$ cat config.mk
export PLATFORM = sky130hd
export DESIGN_NAME = lvirc_top
export DESIGN_NICKNAME = d
export VERILOG_FILES = /design/src/inc/lvirc_pkg.sv /design/src/design/lvirc_sync.sv /design/src/design/lvirc_filter.sv /design/src/design/lvirc_top.sv
export VERILOG_INCLUDE_DIRS = /design/src /design/src/inc
export SDC_FILE = /design/constraint.sdc
export NUM_CORES = 1
export LEC_CHECK = 0
export BUFFER_PORTS_ARGS = -buffer_cell sky130_fd_sc_hd__buf_2
export CAP_MARGIN = 25
export CORE_UTILIZATION = 47
export DETAILED_ROUTE_END_ITERATION = 7
export PLACE_DENSITY = 0.82
export SYNTH_ARGS = -nofsm -noshare
export SYNTH_HDL_FRONTEND = slang
export SYNTH_SLANG_ARGS = --single-unit
$ cat constraint.sdc
create_clock -name hclk -period 2.3 [get_ports hclk]
set_clock_uncertainty 0.1 [all_clocks]
set_input_delay 0.115 -clock hclk [delete_from_list [all_inputs] [get_ports hclk]]
set_output_delay 0.115 -clock hclk [all_outputs]
set_load 0.005 [all_outputs]
$ cat src/inc/lvirc_consts.svh
// constants of the supply detector interrupt and reset control block
//
// Notes on behaviour
// option bits 1,0 select combined mode
// hold reset until supply above high
// interrupt when supply drops below high
// reset when supply then drops below low
// no second interrupt without low drop
// any reset sets interrupt mask to one
// software waits 400us or 5 slow clocks
// software then clears detector mode bit
// write enable set masks reset and interrupt
// detector lag at most 300 us
// detector off: external reset low 10us
// power-on with detector off: pin low
// combined mode starts with level register zero
// combined mode starts with write enable zero
// comparator outputs synchronised before use
// cause flag set on detector reset release
`ifndef LVIRC_CONSTS_SVH
`define LVIRC_CONSTS_SVH

// ----------------------------------------------------------------
// timing
// ----------------------------------------------------------------
`define LVIRC_CLK_MHZ        10
`define LVIRC_DET_DELAY_US   300
`define LVIRC_DET_DELAY_CYC  (`LVIRC_DET_DELAY_US * `LVIRC_CLK_MHZ)
`define LVIRC_PIPE_CYC       4
`define LVIRC_FLT_COUNT      (`LVIRC_DET_DELAY_CYC - `LVIRC_PIPE_CYC)

// ----------------------------------------------------------------
// register map and fields
// ----------------------------------------------------------------
`define LVIRC_OFS_CTRL       32'h0000_0000
`define LVIRC_OFS_LEVEL      32'h0000_0004
`define LVIRC_OFS_MASK       32'h0000_0008
`define LVIRC_OFS_STATUS     32'h0000_000C
`define LVIRC_WEN_BIT        7
`define LVIRC_MODE_BIT       7
`define LVIRC_LVSEL_BIT      0
`define LVIRC_MASK_BIT       0
`define LVIRC_CAUSE_BIT      0
`define LVIRC_HIGH_BIT       1
`define LVIRC_LOW_BIT        2
`define LVIRC_WARNED_BIT     3
`define LVIRC_RST_BIT        4

// ----------------------------------------------------------------
// reset values and mode code
// ----------------------------------------------------------------
`define LVIRC_LEVEL_RST      8'h00
`define LVIRC_WEN_RST        1'b0
`define LVIRC_MASK_RST       1'b1
`define LVIRC_MODE_IRQ_RST   2'h2

`endif

$ cat src/inc/lvirc_pkg.sv
// types of the supply detector interrupt and reset control block
package lvirc_pkg;

  typedef enum logic [1:0] {
    LVIRC_ST_HOLD,
    LVIRC_ST_ARMED,
    LVIRC_ST_WARNED
  } lvirc_state_e;

  typedef struct packed {
    lvirc_state_e st;
    logic         wen;
    logic         mode_bit;
    logic         lvsel;
    logic         mask;
    logic         cause;
    logic         irq;
    logic         det_rst;
    logic         wr_pend;
    logic [1:0]   wr_idx;
    logic [31:0]  hrdata;
  } lvirc_top_s;

endpackage

$ cat src/design/lvirc_sync.sv
// two flip-flop synchroniser for asynchronous levels
`timescale 1ns/1ps
module lvirc_sync #(
  parameter int WIDTH = 1
) (
  input  wire logic             hclk,
  input  wire logic             hresetn,
  input  wire logic [WIDTH-1:0] din,
  output logic      [WIDTH-1:0] dout
);
  typedef struct packed {
    logic [WIDTH-1:0] meta;
    logic [WIDTH-1:0] sync;
  } lvirc_sync_s;

  lvirc_sync_s cur_ff;
  lvirc_sync_s nxt_cur;

  always_comb begin
    nxt_cur      = cur_ff;
    nxt_cur.meta = din;
    nxt_cur.sync = cur_ff.meta;
  end

  always_ff @(posedge hclk or negedge hresetn) begin
    if (!hresetn) begin
      cur_ff <= '0;
    end else begin
      cur_ff <= nxt_cur;
    end
  end

  assign dout = cur_ff.sync;
endmodule

$ cat src/design/lvirc_filter.sv
// stability filter: output follows input after COUNT steady cycles
`timescale 1ns/1ps
module lvirc_filter #(
  parameter int unsigned COUNT = 2996,
  parameter int unsigned CW    = 12
) (
  input  wire logic hclk,
  input  wire logic hresetn,
  input  wire logic din,
  output logic      dout
);
  typedef struct packed {
    logic [CW-1:0] cnt;
    logic          out;
  } lvirc_flt_s;

  lvirc_flt_s cur_ff;
  lvirc_flt_s nxt_cur;

  // a glitch shorter than COUNT cycles restarts the count, so chatter near
  // the threshold never reaches the sequencer
  always_comb begin
    nxt_cur = cur_ff;
    if (din == cur_ff.out) begin
      nxt_cur.cnt = '0;
    end else if (cur_ff.cnt == CW'(COUNT - 1)) begin
      nxt_cur.out = din;
      nxt_cur.cnt = '0;
    end else begin
      nxt_cur.cnt = cur_ff.cnt + 1'b1;
    end
  end

  // out resets low: supply taken as below threshold until proven otherwise
  always_ff @(posedge hclk or negedge hresetn) begin
    if (!hresetn) begin
      cur_ff <= '0;
    end else begin
      cur_ff <= nxt_cur;
    end
  end

  assign dout = cur_ff.out;
endmodule

$ cat src/design/lvirc_top.sv
// supply detector interrupt and reset sequencer with ahb-lite registers
`timescale 1ns/1ps
`include "lvirc_consts.svh"
module lvirc_top
  import lvirc_pkg::*;
(
  input  wire logic        hclk,
  input  wire logic        hresetn,
  input  wire logic        hsel,
  input  wire logic [31:0] haddr,
  input  wire logic [1:0]  htrans,
  input  wire logic        hwrite,
  input  wire logic [2:0]  hsize,
  input  wire logic [31:0] hwdata,
  input  wire logic        hready,
  output logic             hreadyout,
  output logic             hresp,
  output logic      [31:0] hrdata,
  input  wire logic        opt_mode_sel_hi,
  input  wire logic        opt_mode_sel_lo,
  input  wire logic        cmp_above_high,
  input  wire logic        cmp_above_low,
  output logic             supply_detector_rst,
  output logic             supply_warn_irq
);
  localparam int unsigned FLT_COUNT = `LVIRC_FLT_COUNT;
  localparam int unsigned FLT_CW    = 12;
  localparam logic [7:0]  LEVEL_RST = `LVIRC_LEVEL_RST;

  // ----------------------------------------------------------------
  // input synchronisation and filtering
  // ----------------------------------------------------------------
  logic [1:0] opt_s;
  logic [1:0] cmp_s;
  logic       high_f;
  logic       low_f;
  logic       mode_on;

  lvirc_sync #(
    .WIDTH (2)
  ) u_opt_sync (
    .hclk    (hclk),
    .hresetn (hresetn),
    .din     ({opt_mode_sel_hi, opt_mode_sel_lo}),
    .dout    (opt_s)
  );

  // comparators are asynchronous analog levels
  lvirc_sync #(
    .WIDTH (2)
  ) u_cmp_sync (
    .hclk    (hclk),
    .hresetn (hresetn),
    .din     ({cmp_above_high, cmp_above_low}),
    .dout    (cmp_s)
  );

  lvirc_filter #(
    .COUNT (FLT_COUNT),
    .CW    (FLT_CW)
  ) u_high_flt (
    .hclk    (hclk),
    .hresetn (hresetn),
    .din     (cmp_s[1]),
    .dout    (high_f)
  );

  lvirc_filter #(
    .COUNT (FLT_COUNT),
    .CW    (FLT_CW)
  ) u_low_flt (
    .hclk    (hclk),
    .hresetn (hresetn),
    .din     (cmp_s[0]),
    .dout    (low_f)
  );

  assign mode_on = (opt_s == `LVIRC_MODE_IRQ_RST);

  // ----------------------------------------------------------------
  // register decode
  // ----------------------------------------------------------------
  lvirc_top_s cur_ff;
  lvirc_top_s nxt_cur;
  logic [2:0] dec;
  logic       addr_ph;

  // returns {hit, index}; anything outside the four aligned words misses
  function automatic logic [2:0] lvirc_decode(input logic [31:0] a);
    logic [2:0] r;
    r = {1'b0, a[3:2]};
    if ((a[31:4] == 28'h000_0000) && (a[1:0] == 2'h0)) begin
      r[2] = 1'b1;
    end
    return r;
  endfunction

  function automatic logic [31:0] lvirc_read(input logic [1:0] idx,
                                             input lvirc_top_s s,
                                             input logic hi,
                                             input logic lo);
    logic [31:0] r;
    r = 32'h0000_0000;
    case (idx)
      2'h0: begin
        r[`LVIRC_WEN_BIT] = s.wen;
      end
      2'h1: begin
        r[`LVIRC_MODE_BIT]  = s.mode_bit;
        r[`LVIRC_LVSEL_BIT] = s.lvsel;
      end
      2'h2: begin
        r[`LVIRC_MASK_BIT] = s.mask;
      end
      2'h3: begin
        r[`LVIRC_CAUSE_BIT]  = s.cause;
        r[`LVIRC_HIGH_BIT]   = hi;
        r[`LVIRC_LOW_BIT]    = lo;
        r[`LVIRC_WARNED_BIT] = (s.st == LVIRC_ST_WARNED);
        r[`LVIRC_RST_BIT]    = s.det_rst;
      end
      default: begin
        r = 32'h0000_0000;
      end
    endcase
    return r;
  endfunction

  assign dec     = lvirc_decode(haddr);
  assign addr_ph = hsel & hready & htrans[1];

  // ----------------------------------------------------------------
  // next state
  // ----------------------------------------------------------------
  always_comb begin
    nxt_cur     = cur_ff;
    nxt_cur.irq = 1'b0;

    // data phase of a write taken one cycle earlier
    if (cur_ff.wr_pend) begin
      case (cur_ff.wr_idx)
        2'h0: begin
          nxt_cur.wen = hwdata[`LVIRC_WEN_BIT];
        end
        2'h1: begin
          // level register is locked unless write enable is set
          if (cur_ff.wen) begin
            nxt_cur.mode_bit = hwdata[`LVIRC_MODE_BIT];
            nxt_cur.lvsel    = hwdata[`LVIRC_LVSEL_BIT];
          end
        end
        2'h2: begin
          nxt_cur.mask = hwdata[`LVIRC_MASK_BIT];
        end
        2'h3: begin
          if (hwdata[`LVIRC_CAUSE_BIT]) begin
            nxt_cur.cause = 1'b0;
          end
        end
        default: begin
          nxt_cur.wen = cur_ff.wen;
        end
      endcase
    end

    // address phase; read data is fetched now so it is ready with no wait
    nxt_cur.wr_pend = addr_ph & hwrite & dec[2];
    nxt_cur.wr_idx  = dec[1:0];
    if (addr_ph && !hwrite) begin
      if (dec[2]) begin
        nxt_cur.hrdata = lvirc_read(dec[1:0], cur_ff, high_f, low_f);
      end else begin
        nxt_cur.hrdata = 32'h0000_0000;
      end
    end

    // sequencer runs after the bus so its flag set beats a same-cycle clear
    if (mode_on) begin
      case (cur_ff.st)
        LVIRC_ST_HOLD: begin
          if (high_f) begin
            nxt_cur.st    = LVIRC_ST_ARMED;
            nxt_cur.cause = 1'b1;
          end
        end
        LVIRC_ST_ARMED: begin
          if (!cur_ff.wen) begin
            if (!low_f) begin
              nxt_cur.st = LVIRC_ST_HOLD;
            end else if (!high_f) begin
              nxt_cur.st  = LVIRC_ST_WARNED;
              nxt_cur.irq = ~cur_ff.mask;
            end
          end
        end
        LVIRC_ST_WARNED: begin
          // climbing back over high keeps this state, so no second warning
          if (!cur_ff.wen && !low_f) begin
            nxt_cur.st = LVIRC_ST_HOLD;
          end
        end
        default: begin
          nxt_cur.st = LVIRC_ST_HOLD;
        end
      endcase
    end else begin
      nxt_cur.st = LVIRC_ST_HOLD;
    end

    nxt_cur.det_rst = mode_on && (nxt_cur.st == LVIRC_ST_HOLD);
    if (nxt_cur.det_rst) begin
      nxt_cur.mask     = `LVIRC_MASK_RST;
      nxt_cur.wen      = `LVIRC_WEN_RST;
      nxt_cur.mode_bit = LEVEL_RST[`LVIRC_MODE_BIT];
      nxt_cur.lvsel    = LEVEL_RST[`LVIRC_LVSEL_BIT];
    end
  end

  always_ff @(posedge hclk or negedge hresetn) begin
    if (!hresetn) begin
      cur_ff          <= '0;
      cur_ff.st       <= LVIRC_ST_HOLD;
      cur_ff.mask     <= `LVIRC_MASK_RST;
      cur_ff.wen      <= `LVIRC_WEN_RST;
      cur_ff.mode_bit <= LEVEL_RST[`LVIRC_MODE_BIT];
      cur_ff.lvsel    <= LEVEL_RST[`LVIRC_LVSEL_BIT];
    end else begin
      cur_ff <= nxt_cur;
    end
  end

  // ----------------------------------------------------------------
  // outputs
  // ----------------------------------------------------------------
  assign hreadyout           = 1'b1;
  assign hresp               = 1'b0;
  assign hrdata              = cur_ff.hrdata;
  assign supply_detector_rst = cur_ff.det_rst;
  assign supply_warn_irq     = cur_ff.irq;

  // ----------------------------------------------------------------
  // checks
  // ----------------------------------------------------------------
  logic [12:0] lag_cnt;

  always_ff @(posedge hclk or negedge hresetn) begin
    if (!hresetn) begin
      lag_cnt <= 13'h0000;
    end else if (cmp_s[1] != high_f) begin
      lag_cnt <= lag_cnt + 13'h0001;
    end else begin
      lag_cnt <= 13'h0000;
    end
  end
endmodule

==> results of run 1 <==
==> metal layers <==
| layer | part of all wire | global-route usage | wire length, µm | vias up |
|---|---|---|---|---|
| li1 | - | - | - | 902 |
| met1 | 0.44 | 0.206 | 1890 | 884 |
| met2 | 0.51 | 0.275 | 2190 | 48 |
| met3 | 0.038 | 0.0437 | 163 | 5 |
| met4 | 0.013 | 0.0700 | 58 | 0 |
| met5 | 0 | 0 | 0 | - |
==> worst max path at each step <==
stage,from,to,cells after the start
after floorplan,u_low_flt.cur_ff[3],u_low_flt.cur_ff[10],5
after global placement,u_low_flt.cur_ff[3],u_low_flt.cur_ff[5],4
after detailed placement,u_low_flt.cur_ff[3],u_low_flt.cur_ff[12],4
after CTS,u_low_flt.cur_ff[3],u_low_flt.cur_ff[12],4
after global routing,u_low_flt.cur_ff[3],u_low_flt.cur_ff[12],4
final,u_low_flt.cur_ff[3],u_low_flt.cur_ff[12],4
==> power by group through the flow <==
stage / clock network [µW] / registers [µW] / logic [µW]
floorplan: 0 / 960 / 77.3
global placement: 0 / 962 / 102
detailed placement: 0 / 962 / 104
CTS: 563 / 945 / 118
global route: 601 / 948 / 138
finish: 538 / 945 / 117
==> what timing repair did <==
action                                  4_1_cts  5_1_grt
setup buffers                                 0        0
hold buffers                                 10        0
endpoints found under the setup margin        0        0
hold endpoints to repair                     42        0
==> sequential cells by signal (all words and copies together), names as in the netlist <==
register             count
u_high_flt.dout          1
u_opt_sync.dout          2
u_cmp_sync.cur_ff        2
u_high_flt.cur_ff       12
hrdata                   6
supply_warn_irq          1
cur_ff                  10
u_opt_sync.cur_ff        2
u_low_flt.dout           1
u_low_flt.cur_ff        12
u_cmp_sync.dout          2
supply_detector_rst      1
==> cells in the final DEF (no fill, tap or decap), types with 4 or more instances in the layout <==
cell type and instances:
nand2_1 15, dfrtp_1 51, inv_1 6, dlygate4sd3_1 10
o31ai_1 5, nor3_1 5, a21oi_1 4, clkbuf_8 6
nor4_1 4, or4_1 4, xor2_1 11, nand4_1 7
mux2i_1 5, buf_2 51, conb_1 28, xnor2_1 11
and4_1 4, nand2b_1 7, nor2_1 38, and3_1 5
nand3_1 7
==> per-stage QoR <==
| stage | area (µm²) | utilization | hold WS (ns) | cells |
|---|---|---|---|---|
| final | 2930 | 0.566 | 0.118 | 379 |
| after global routing | 2930 | 0.566 | 0.117 | 379 |
| after CTS | 2930 | 0.566 | 0.112 | 379 |
| after detailed placement | 2730 | 0.528 | 0.126 | 361 |
| after global placement | 2730 | 0.528 | 0.123 | 361 |
| after floorplan | 2650 | - | -0.281 | 275 |
==> area by class of cell <==
cell class / count / area [µm²] / share of cell area
timing repair buffer: 63 / 370 / 0.126
inverter: 6 / 22.5 / 0.00769
tap: 70 / 87.6 / 0.0299
clock buffer: 6 / 82.6 / 0.0282
sequential: 52 / 1300 / 0.445
clock inverter: 2 / 15.0 / 0.00513
multi-input combinational: 180 / 1050 / 0.358
==> cell families (layout without fill, tap and decap cells) <==
logic type | after synthesis | after routing | synth area share
simple gates | 107 | 107 | 0.219
flops | 52 | 52 | 0.511
buf+inv | 43 | 77 | 0.116
xor+xnor | 22 | 22 | 0.0756
compound gates | 14 | 14 | 0.0363
mux | 7 | 7 | 0.0285
fa+ha+maj | 2 | 2 | 0.00982
other cells | 2 | 28 | 0.00295
==> worst min-delay path, cell delays in order <==
cell    delay, ns
buf_2        0.07
and3_1       0.15
and3_1       0.15
==> impl_metrics.tcl, run 1 <==
set metrics [dict create \
    grt_pass1_vias 1667 \
    cts.reportedPaths.clkPinSlew_ns 0.09 \
    timing.slew.headroom 0.500 \
    r2r_cells 4 \
    setup_tns_ns 0 \
    start_util 0.493 \
    yosysUniqueCellTypes 36 \
    num_vias 1839 \
    cts_tree "built" \
    worstPathCellList "or4b_1 -> nor4_2 -> or2_2 -> nor2_1" \
    synth_edf_count 0 \
    swShare 0.231 \
    routed_wl_um 4310 \
    timing.rr.end "u_low_flt.cur_ff[12]" \
    cts_max_level 2 \
    worstPathRequired_ns 2.39 \
    drt_iter0_drc 160 \
    grt_setup_unrepaired "false" \
    cts_resized 0 \
    synth_area_per_cell_um2 10.2 \
    numClockSinks 52 \
    fp.dieH_um 75.6 \
    grt_pass1_wl_um 7110 \
    grt_usage 0.166 \
    cap_violations 0 \
    async_flop_share 1.00 \
    holdPathEnd "cur_ff[34]" \
    yosys.area.top_type "dfrtp_1" \
    ys.flop_type "dfrtp_1" \
    clkPwrFrac 0.336 \
    synth_top_area_frac 0.501 \
    layout-drive-gt1-share 0.214 \
    p_int_uw 1230 \
    wire_per_inst_um 11.4 \
    pre_cts_slack_ns 0.519 \
    power_frac_seq 0.591 \
    dieArea_mm2 0.00572 \
    cts-root-buf "clkbuf_8" \
    ff2ff_setup_slack_ns 0.48 \
    p_leak_uw 0.00138 \
    ys_ff_latch 52 \
    grt_antenna_before_repair 0 \
    drtAntennaViolNets 0 \
    port_buffers 51 \
    path_delay_family "simple AND/OR/NAND/NOR gates" \
    dr.pass1.iters 5 \
    cts_made_buffers 5 \
    worstHoldPathType "primary input to register" \
    placementRows 26 \
    hold_start "hready" \
    r2r-start "u_low_flt.cur_ff[3]" \
    crit_path_max_incr_delay_ns 0.55 \
    yosys_warnings 0 \
    fin_ws_ns 0.483 \
    dp_hpwl_um 3190 \
    worstSkewPairLatency_ns 0.30 \
    clock.fmax_mhz 550 \
    yosys-top-cells-area "dfrtp_1 50%, buf_4 10%, nor2_1 5.6%" \
    critPathSlowestCell "or4b_1" \
    worst_slew_pin_slew_ns 0.750 \
    outcome "finished clean" \
    hold_violations 0 \
    timing.final.crit_share 0.790 \
    power.total_uw 1600 \
    grt_max_degree 36 \
    crit_buf_inv 0 \
    p_per_area_mw_per_mm2 546 \
    clk_path_buf_depth 2 \
    critPathArrivalTime_ns 1.90 \
    whs_path_depth 3 \
    ir_drop_mv 0.319 \
    io_pins 114 \
    start_kind "register" \
    crit_fanout 12 \
    slew_violations 0 \
    combPwrFrac 0.073 \
    drcViolationCount 0 \
    ys_top_cells_by_count "51 x dfrtp_1, 38 x nor2_1, 34 x buf_4, 15 x nand2_1" \
    synthesis.area_mm2 0.00255 \
    die_x_um 75.6 \
    place_congestion 0.773 \
    area_growth_syn_to_layout_pct 14.9 \
    power.switching_uw 369 \
    via_per_inst 4.85 \
    path_class "register to register" \
    synth_cells 249 \
    yosysMostFrequentCell "dfrtp_1" \
    core-area_mm2 0.00517 \
    antenna_cells 0 \
    period_needed_ns 1.82 \
    yosysSeqAreaShare 0.511 \
    grt_overflow 0 \
    nNetsFinal 388 \
    finalSetupViolations 0 \
    crit_path_end_kind "register" \
    fillers 450 \
]
Power figures use the tool's default switching activity.
==> inputs of run 2 (changes only) <==
CORE_UTILIZATION = 42   (was 47)
PLACE_DENSITY = 0.77   (was 0.82)
clock period = 1.67 ns   (was 2.3 ns; I/O delays follow)
==> run 2 against run 1 <==
Clock power grew 68%. Via count grew 2.1%. Utilization shrank 4.0 points. First-iteration DRC count shrank 57%. Wire length grew 13%. Die area grew 12%. Worst setup slack lost 0.45 ns. Total power grew 50%. Cell count grew 3.4%. Maximum frequency grew 11%. Sequential share of layout area shrank 2.4 points. Highest routed layer unchanged.
==> impl_metrics.tcl, run 2 (synthesized netlist as in run 1, its figures left out) <==
set metrics [dict create \
    outcome "finished clean" \
    critPathLaunch "u_low_flt.cur_ff[3]" \
    worstSkewPairLatency_ns 0.30 \
    path_class "register to register" \
    crit_path_end_kind "register" \
    grt_max_degree 53 \
    num_vias 1878 \
    fillers 527 \
    clk_path_buf_depth 2 \
    grt_setup_unrepaired "true" \
    grt_pass1_vias 1847 \
    timing.final.crit_share 0.980 \
    routed_wl_um 4880 \
    fin_area_mm2 0.00310 \
    cts-root-buf "clkbuf_8" \
    hold_start "hready" \
    via_per_inst 4.79 \
    die_x_um 79.9 \
    p_leak_uw 0.00146 \
    port_buffers 51 \
    cts_max_level 2 \
    cts_made_buffers 5 \
    layout_common_cells "51 x dfrtp_1, 51 x buf_2, 34 x nor2_1" \
    cts_tree "built" \
    area_growth_syn_to_layout_pct 21.5 \
    grt_overflow 0 \
    worstPathRequired_ns 1.77 \
    slew_violations 0 \
    io_pins 114 \
    crit_buf_inv 0 \
    power.total_uw 2400 \
    grt_pass1_wl_um 8110 \
    r2r-start "u_low_flt.cur_ff[3]" \
    crit_fanout 6 \
    core-area_mm2 0.00589 \
    crit_path_max_incr_delay_ns 0.55 \
    worst_hold_slack_ns 0.0996 \
    p_per_area_mw_per_mm2 774 \
    cap_violations 0 \
    start_util 0.433 \
    grt_usage 0.164 \
    grt_antenna_before_repair 0 \
    dieArea_mm2 0.00638 \
    ir_drop_mv 0.531 \
    fp.dieH_um 79.9 \
    antenna_cells 0 \
    finalSetupViolations 0 \
    critPathArrivalTime_ns 1.73 \
    dp_hpwl_um 3350 \
    cts.reportedPaths.clkPinSlew_ns 0.09 \
    multiInputGateArea_mm2 0.00112 \
    path_delay_family "simple AND/OR/NAND/NOR gates" \
    worstHoldPathType "primary input to register" \
    nNetsFinal 396 \
    seqCellArea_mm2 0.00130 \
    placementRows 28 \
    wire_per_inst_um 12.4 \
    reg_top3 "u_high_flt.cur_ff: 12 flops, u_low_flt.cur_ff: 12 flops, cur_ff: 10 flops" \
    hold_violations 0 \
    clock.fmax_mhz 611 \
    drcViolationCount 0 \
    start_kind "register" \
    drt_iter0_drc 69 \
    critPathSlowestCell "or4b_4" \
    drtAntennaViolNets 0 \
    dr.pass1.iters 4 \
    layout-drive-gt1-share 0.265 \
    postPlaceCellArea_mm2 0.00279 \
    place_congestion 0.774 \
    worstPathCellList "or4b_4 -> nor4_4 -> or2_4 -> nor2_1" \
    period_needed_ns 1.64 \
    numClockSinks 52 \
]
-- run 2: cell types whose count changed in the layout (fill, tap and decap cells not counted), moves of 2 or more --
cell        before  now
buf_4            2    8
clkinvlp_4       2    0
nor2_1          38   34
nor2_2           0    4
or2_4            0    2
-- run 2: layout make-up --
cell class,instances,area share
Clock buffer,6,0.0267
Clock inverter,2,0.0125
Inverter,6,0.00727
Multi-Input combinational cell,181,0.362
Sequential cell,52,0.421
Tap cell,75,0.0303
Timing Repair Buffer,70,0.141
-- run 2: worst register-to-register path, stage by stage (launching register included) --
cell and delay [ns]:
dfrtp_1 0.40, or4b_4 0.55, nor4_4 0.20, or2_4 0.24, nor2_1 0.05
-- run 2: per-stage QoR --
| stage | std cells | utilization | setup WS (ns) | setup TNS, ns |
|---|---|---|---|---|
| floorplan | 275 | - | 0.00466 | 0 |
| global placement | 372 | 0.475 | -0.0147 | -0.111 |
| detailed placement | 372 | 0.475 | -0.0547 | -0.480 |
| CTS | 391 | 0.516 | 0.00720 | 0 |
| global route | 392 | 0.526 | -0.0284 | -0.161 |
| finish | 392 | 0.526 | 0.0331 | 0 |
-- run 2: final timing paths --
kind | end | slack (ns) | depth (start not counted)
hold reg to reg | u_cmp_sync.dout[1] | 0.25 | 0
min in group asynchronous | u_high_flt.cur_ff[6] | 0.19 | 3
hold / removal | cur_ff[34] | 0.1 | 3
setup / recovery | u_low_flt.cur_ff[5] | 0.03 | 4
setup reg to reg | u_low_flt.cur_ff[5] | 0.03 | 4
max in group asynchronous | cur_ff[38] | 1.00 | 3
-- run 2: metal layers --
metal,global-route usage,wire length [µm],vias up,part of all wire
li1,-,-,911,-
met1,0.182,2060,887,0.42
met2,0.309,2440,71,0.50
met3,0.0389,316,9,0.065
met4,0.0482,66,0,0.014
met5,0,0,-,0
-- run 2: repair_timing --
item | in CTS | in global routing
setup endpoints to repair | 12 | 26
gates resized for setup | 3 | 13
buffers inserted | 0 | 1
pin swaps | 1 | 8
gates cloned | 1 | 0
hold buffers | 10 | 0
hold endpoints to repair | 64 | 0
-- run 2: power by group --
group / switching, µW / internal, µW
clock: 415 / 490
sequential: 20.3 / 1280
combinational: 95.2 / 92.5
total: 531 / 1870
==> inputs of run 3 (changes only) <==
CORE_UTILIZATION = 51   (was 42)
PLACE_DENSITY = 0.88   (was 0.77)
clock period = 2.1 ns   (was 1.67 ns; I/O delays follow)
==> run 3 against run 2 <==
Clock-buffer cell count unchanged. Critical path depth is 1 higher. Wire length down 3.8%. Total power is 23% lower. Via count is 3.7% lower. Flip-flop and latch count unchanged. Worst setup slack better by 0.23 ns. Utilization is 9.1 points higher. Design area down 5.3%. Die area shrank 17%. Highest routed layer unchanged.
==> impl_metrics.tcl, run 3 (synthesized netlist as in run 1, its figures left out) <==
set metrics [dict create \
    dr.pass1.iters 4 \
    reg_top3 "u_high_flt.cur_ff: 12 flops, u_low_flt.cur_ff: 12 flops, cur_ff: 10 flops" \
    finalSetupViolations 0 \
    fin_ws_ns 0.267 \
    pre_cts_slack_ns 0.290 \
    drt_iter0_drc 54 \
    antenna_cells 0 \
    r2r_cells 5 \
    dieArea_mm2 0.00528 \
    numClockSinks 52 \
    setup_tns_ns 0 \
    grt_antenna_before_repair 0 \
    critPathSlowestCell "dfrtp_1" \
    fin_area_mm2 0.00293 \
    period_needed_ns 1.83 \
    layout_common_cells "51 x dfrtp_1, 51 x buf_2, 38 x nor2_1" \
    die_x_um 72.7 \
    clkPwrFrac 0.364 \
    worstPathCellList "ha_1 -> nor4bb_1 -> nand4_1 -> nand2_1 -> nor2_1" \
    start_kind "register" \
    routed_wl_um 4690 \
    path_class "register to register" \
    post_cts_buffers 0 \
    worst_slew_pin_slew_ns 0.633 \
    ir_drop_mv 0.530 \
    grt_pass1_vias 1743 \
    p_per_area_mw_per_mm2 625 \
    worstHoldPathType "primary input to register" \
    fp.dieH_um 72.7 \
    cts_max_level 2 \
    power.switching_uw 399 \
    dp_hpwl_um 3430 \
    grt_pass1_wl_um 7650 \
    slew_violations 0 \
    drcViolationCount 0 \
    critPathArrivalTime_ns 1.91 \
    core-area_mm2 0.00475 \
    hold_violations 0 \
    placementRows 25 \
    r2r-start "u_high_flt.cur_ff[1]" \
    ff2ff_setup_slack_ns 0.27 \
    whs_path_depth 3 \
    grt_setup_unrepaired "false" \
    clock.fmax_mhz 545 \
    crit_path_max_incr_delay_ns 0.40 \
    drtAntennaViolNets 0 \
    grt_max_degree 31 \
    holdPathEnd "cur_ff[34]" \
    via_per_inst 4.81 \
    postPlaceCellArea_mm2 0.00273 \
    place_congestion 0.802 \
    grt_overflow 0 \
    clk_path_buf_depth 2 \
    cts_made_buffers 5 \
    cts_tree "built" \
    swShare 0.218 \
    cts.reportedPaths.clkPinSlew_ns 0.09 \
    worst_hold_slack_ns 0.108 \
    io_pins 114 \
    crit_fanout 11 \
    wire_per_inst_um 12.5 \
    hold_start "hready" \
    combPwrFrac 0.071 \
    worstSkewPairLatency_ns 0.30 \
    start_util 0.536 \
    worstPathRequired_ns 2.17 \
    power_frac_seq 0.565 \
    p_int_uw 1430 \
    crit_path_end_kind "register" \
    cts-root-buf "clkbuf_8" \
    timing.slew.headroom 0.578 \
    p_leak_uw 0.00139 \
    timing.final.crit_share 0.873 \
    num_vias 1808 \
    outcome "finished clean" \
    timing.rr.end "u_high_flt.cur_ff[3]" \
    port_buffers 51 \
    area_growth_syn_to_layout_pct 15.1 \
    layout-drive-gt1-share 0.210 \
    nNetsFinal 388 \
    grt_usage 0.194 \
    cap_violations 0 \
]
run 3: worst max path at each step:
stage,to,depth (start not counted),from
after floorplan,u_low_flt.cur_ff[10],5,u_low_flt.cur_ff[3]
after global placement,u_low_flt.cur_ff[10],4,u_low_flt.cur_ff[3]
after detailed placement,u_low_flt.cur_ff[6],4,u_low_flt.cur_ff[3]
after CTS,u_low_flt.cur_ff[12],4,u_low_flt.cur_ff[3]
after global routing,u_high_flt.cur_ff[11],5,u_high_flt.cur_ff[1]
final,u_high_flt.cur_ff[3],5,u_high_flt.cur_ff[1]
run 3: cell type report:
cell class / instances / area (µm²)
Sequential cell: 52 / 1300
Inverter: 6 / 22.5
Tap cell: 67 / 83.8
Fill cell: 412 / 1820
Clock inverter: 2 / 35.0
Clock buffer: 6 / 72.6
Multi-Input combinational cell: 180 / 1050
Timing Repair Buffer: 63 / 370
run 3: worst max-delay path, delay by kind of cell, from the launching register on:
family	cells	cell delay, ns
AND/OR/NAND/NOR	4	0.97
flip-flops	1	0.40
adder cells (fa/ha/maj)	1	0.24
run 3: routing by layer:
layer	global-route usage	routed length [µm]
met3	0.0483	204
met1	0.230	1960
met5	0	0
met4	0.0980	92
met2	0.329	2440
run 3: stage by stage:
stage               cells  total power (µW)   util
floorplan             275              1140      -
global placement      358              1160  0.573
detailed placement    358              1170  0.573
CTS                   376              1840  0.617
global route          376              1910  0.617
finish                376              1830  0.617
run 3: power groups by stage:
| stage | combinational (µW) | clock (µW) | sequential [µW] |
|---|---|---|---|
| detailed placement | 116 | 0 | 1050 |
| finish | 131 | 667 | 1040 |
| global route | 149 | 723 | 1040 |
| floorplan | 84.6 | 0 | 1050 |
| global placement | 111 | 0 | 1050 |
| CTS | 131 | 678 | 1040 |
run 3: what timing repair did:
action | in CTS | in global routing
hold buffers | 10 | 0
hold endpoints to repair | 38 | 0
resized for setup | 0 | 0
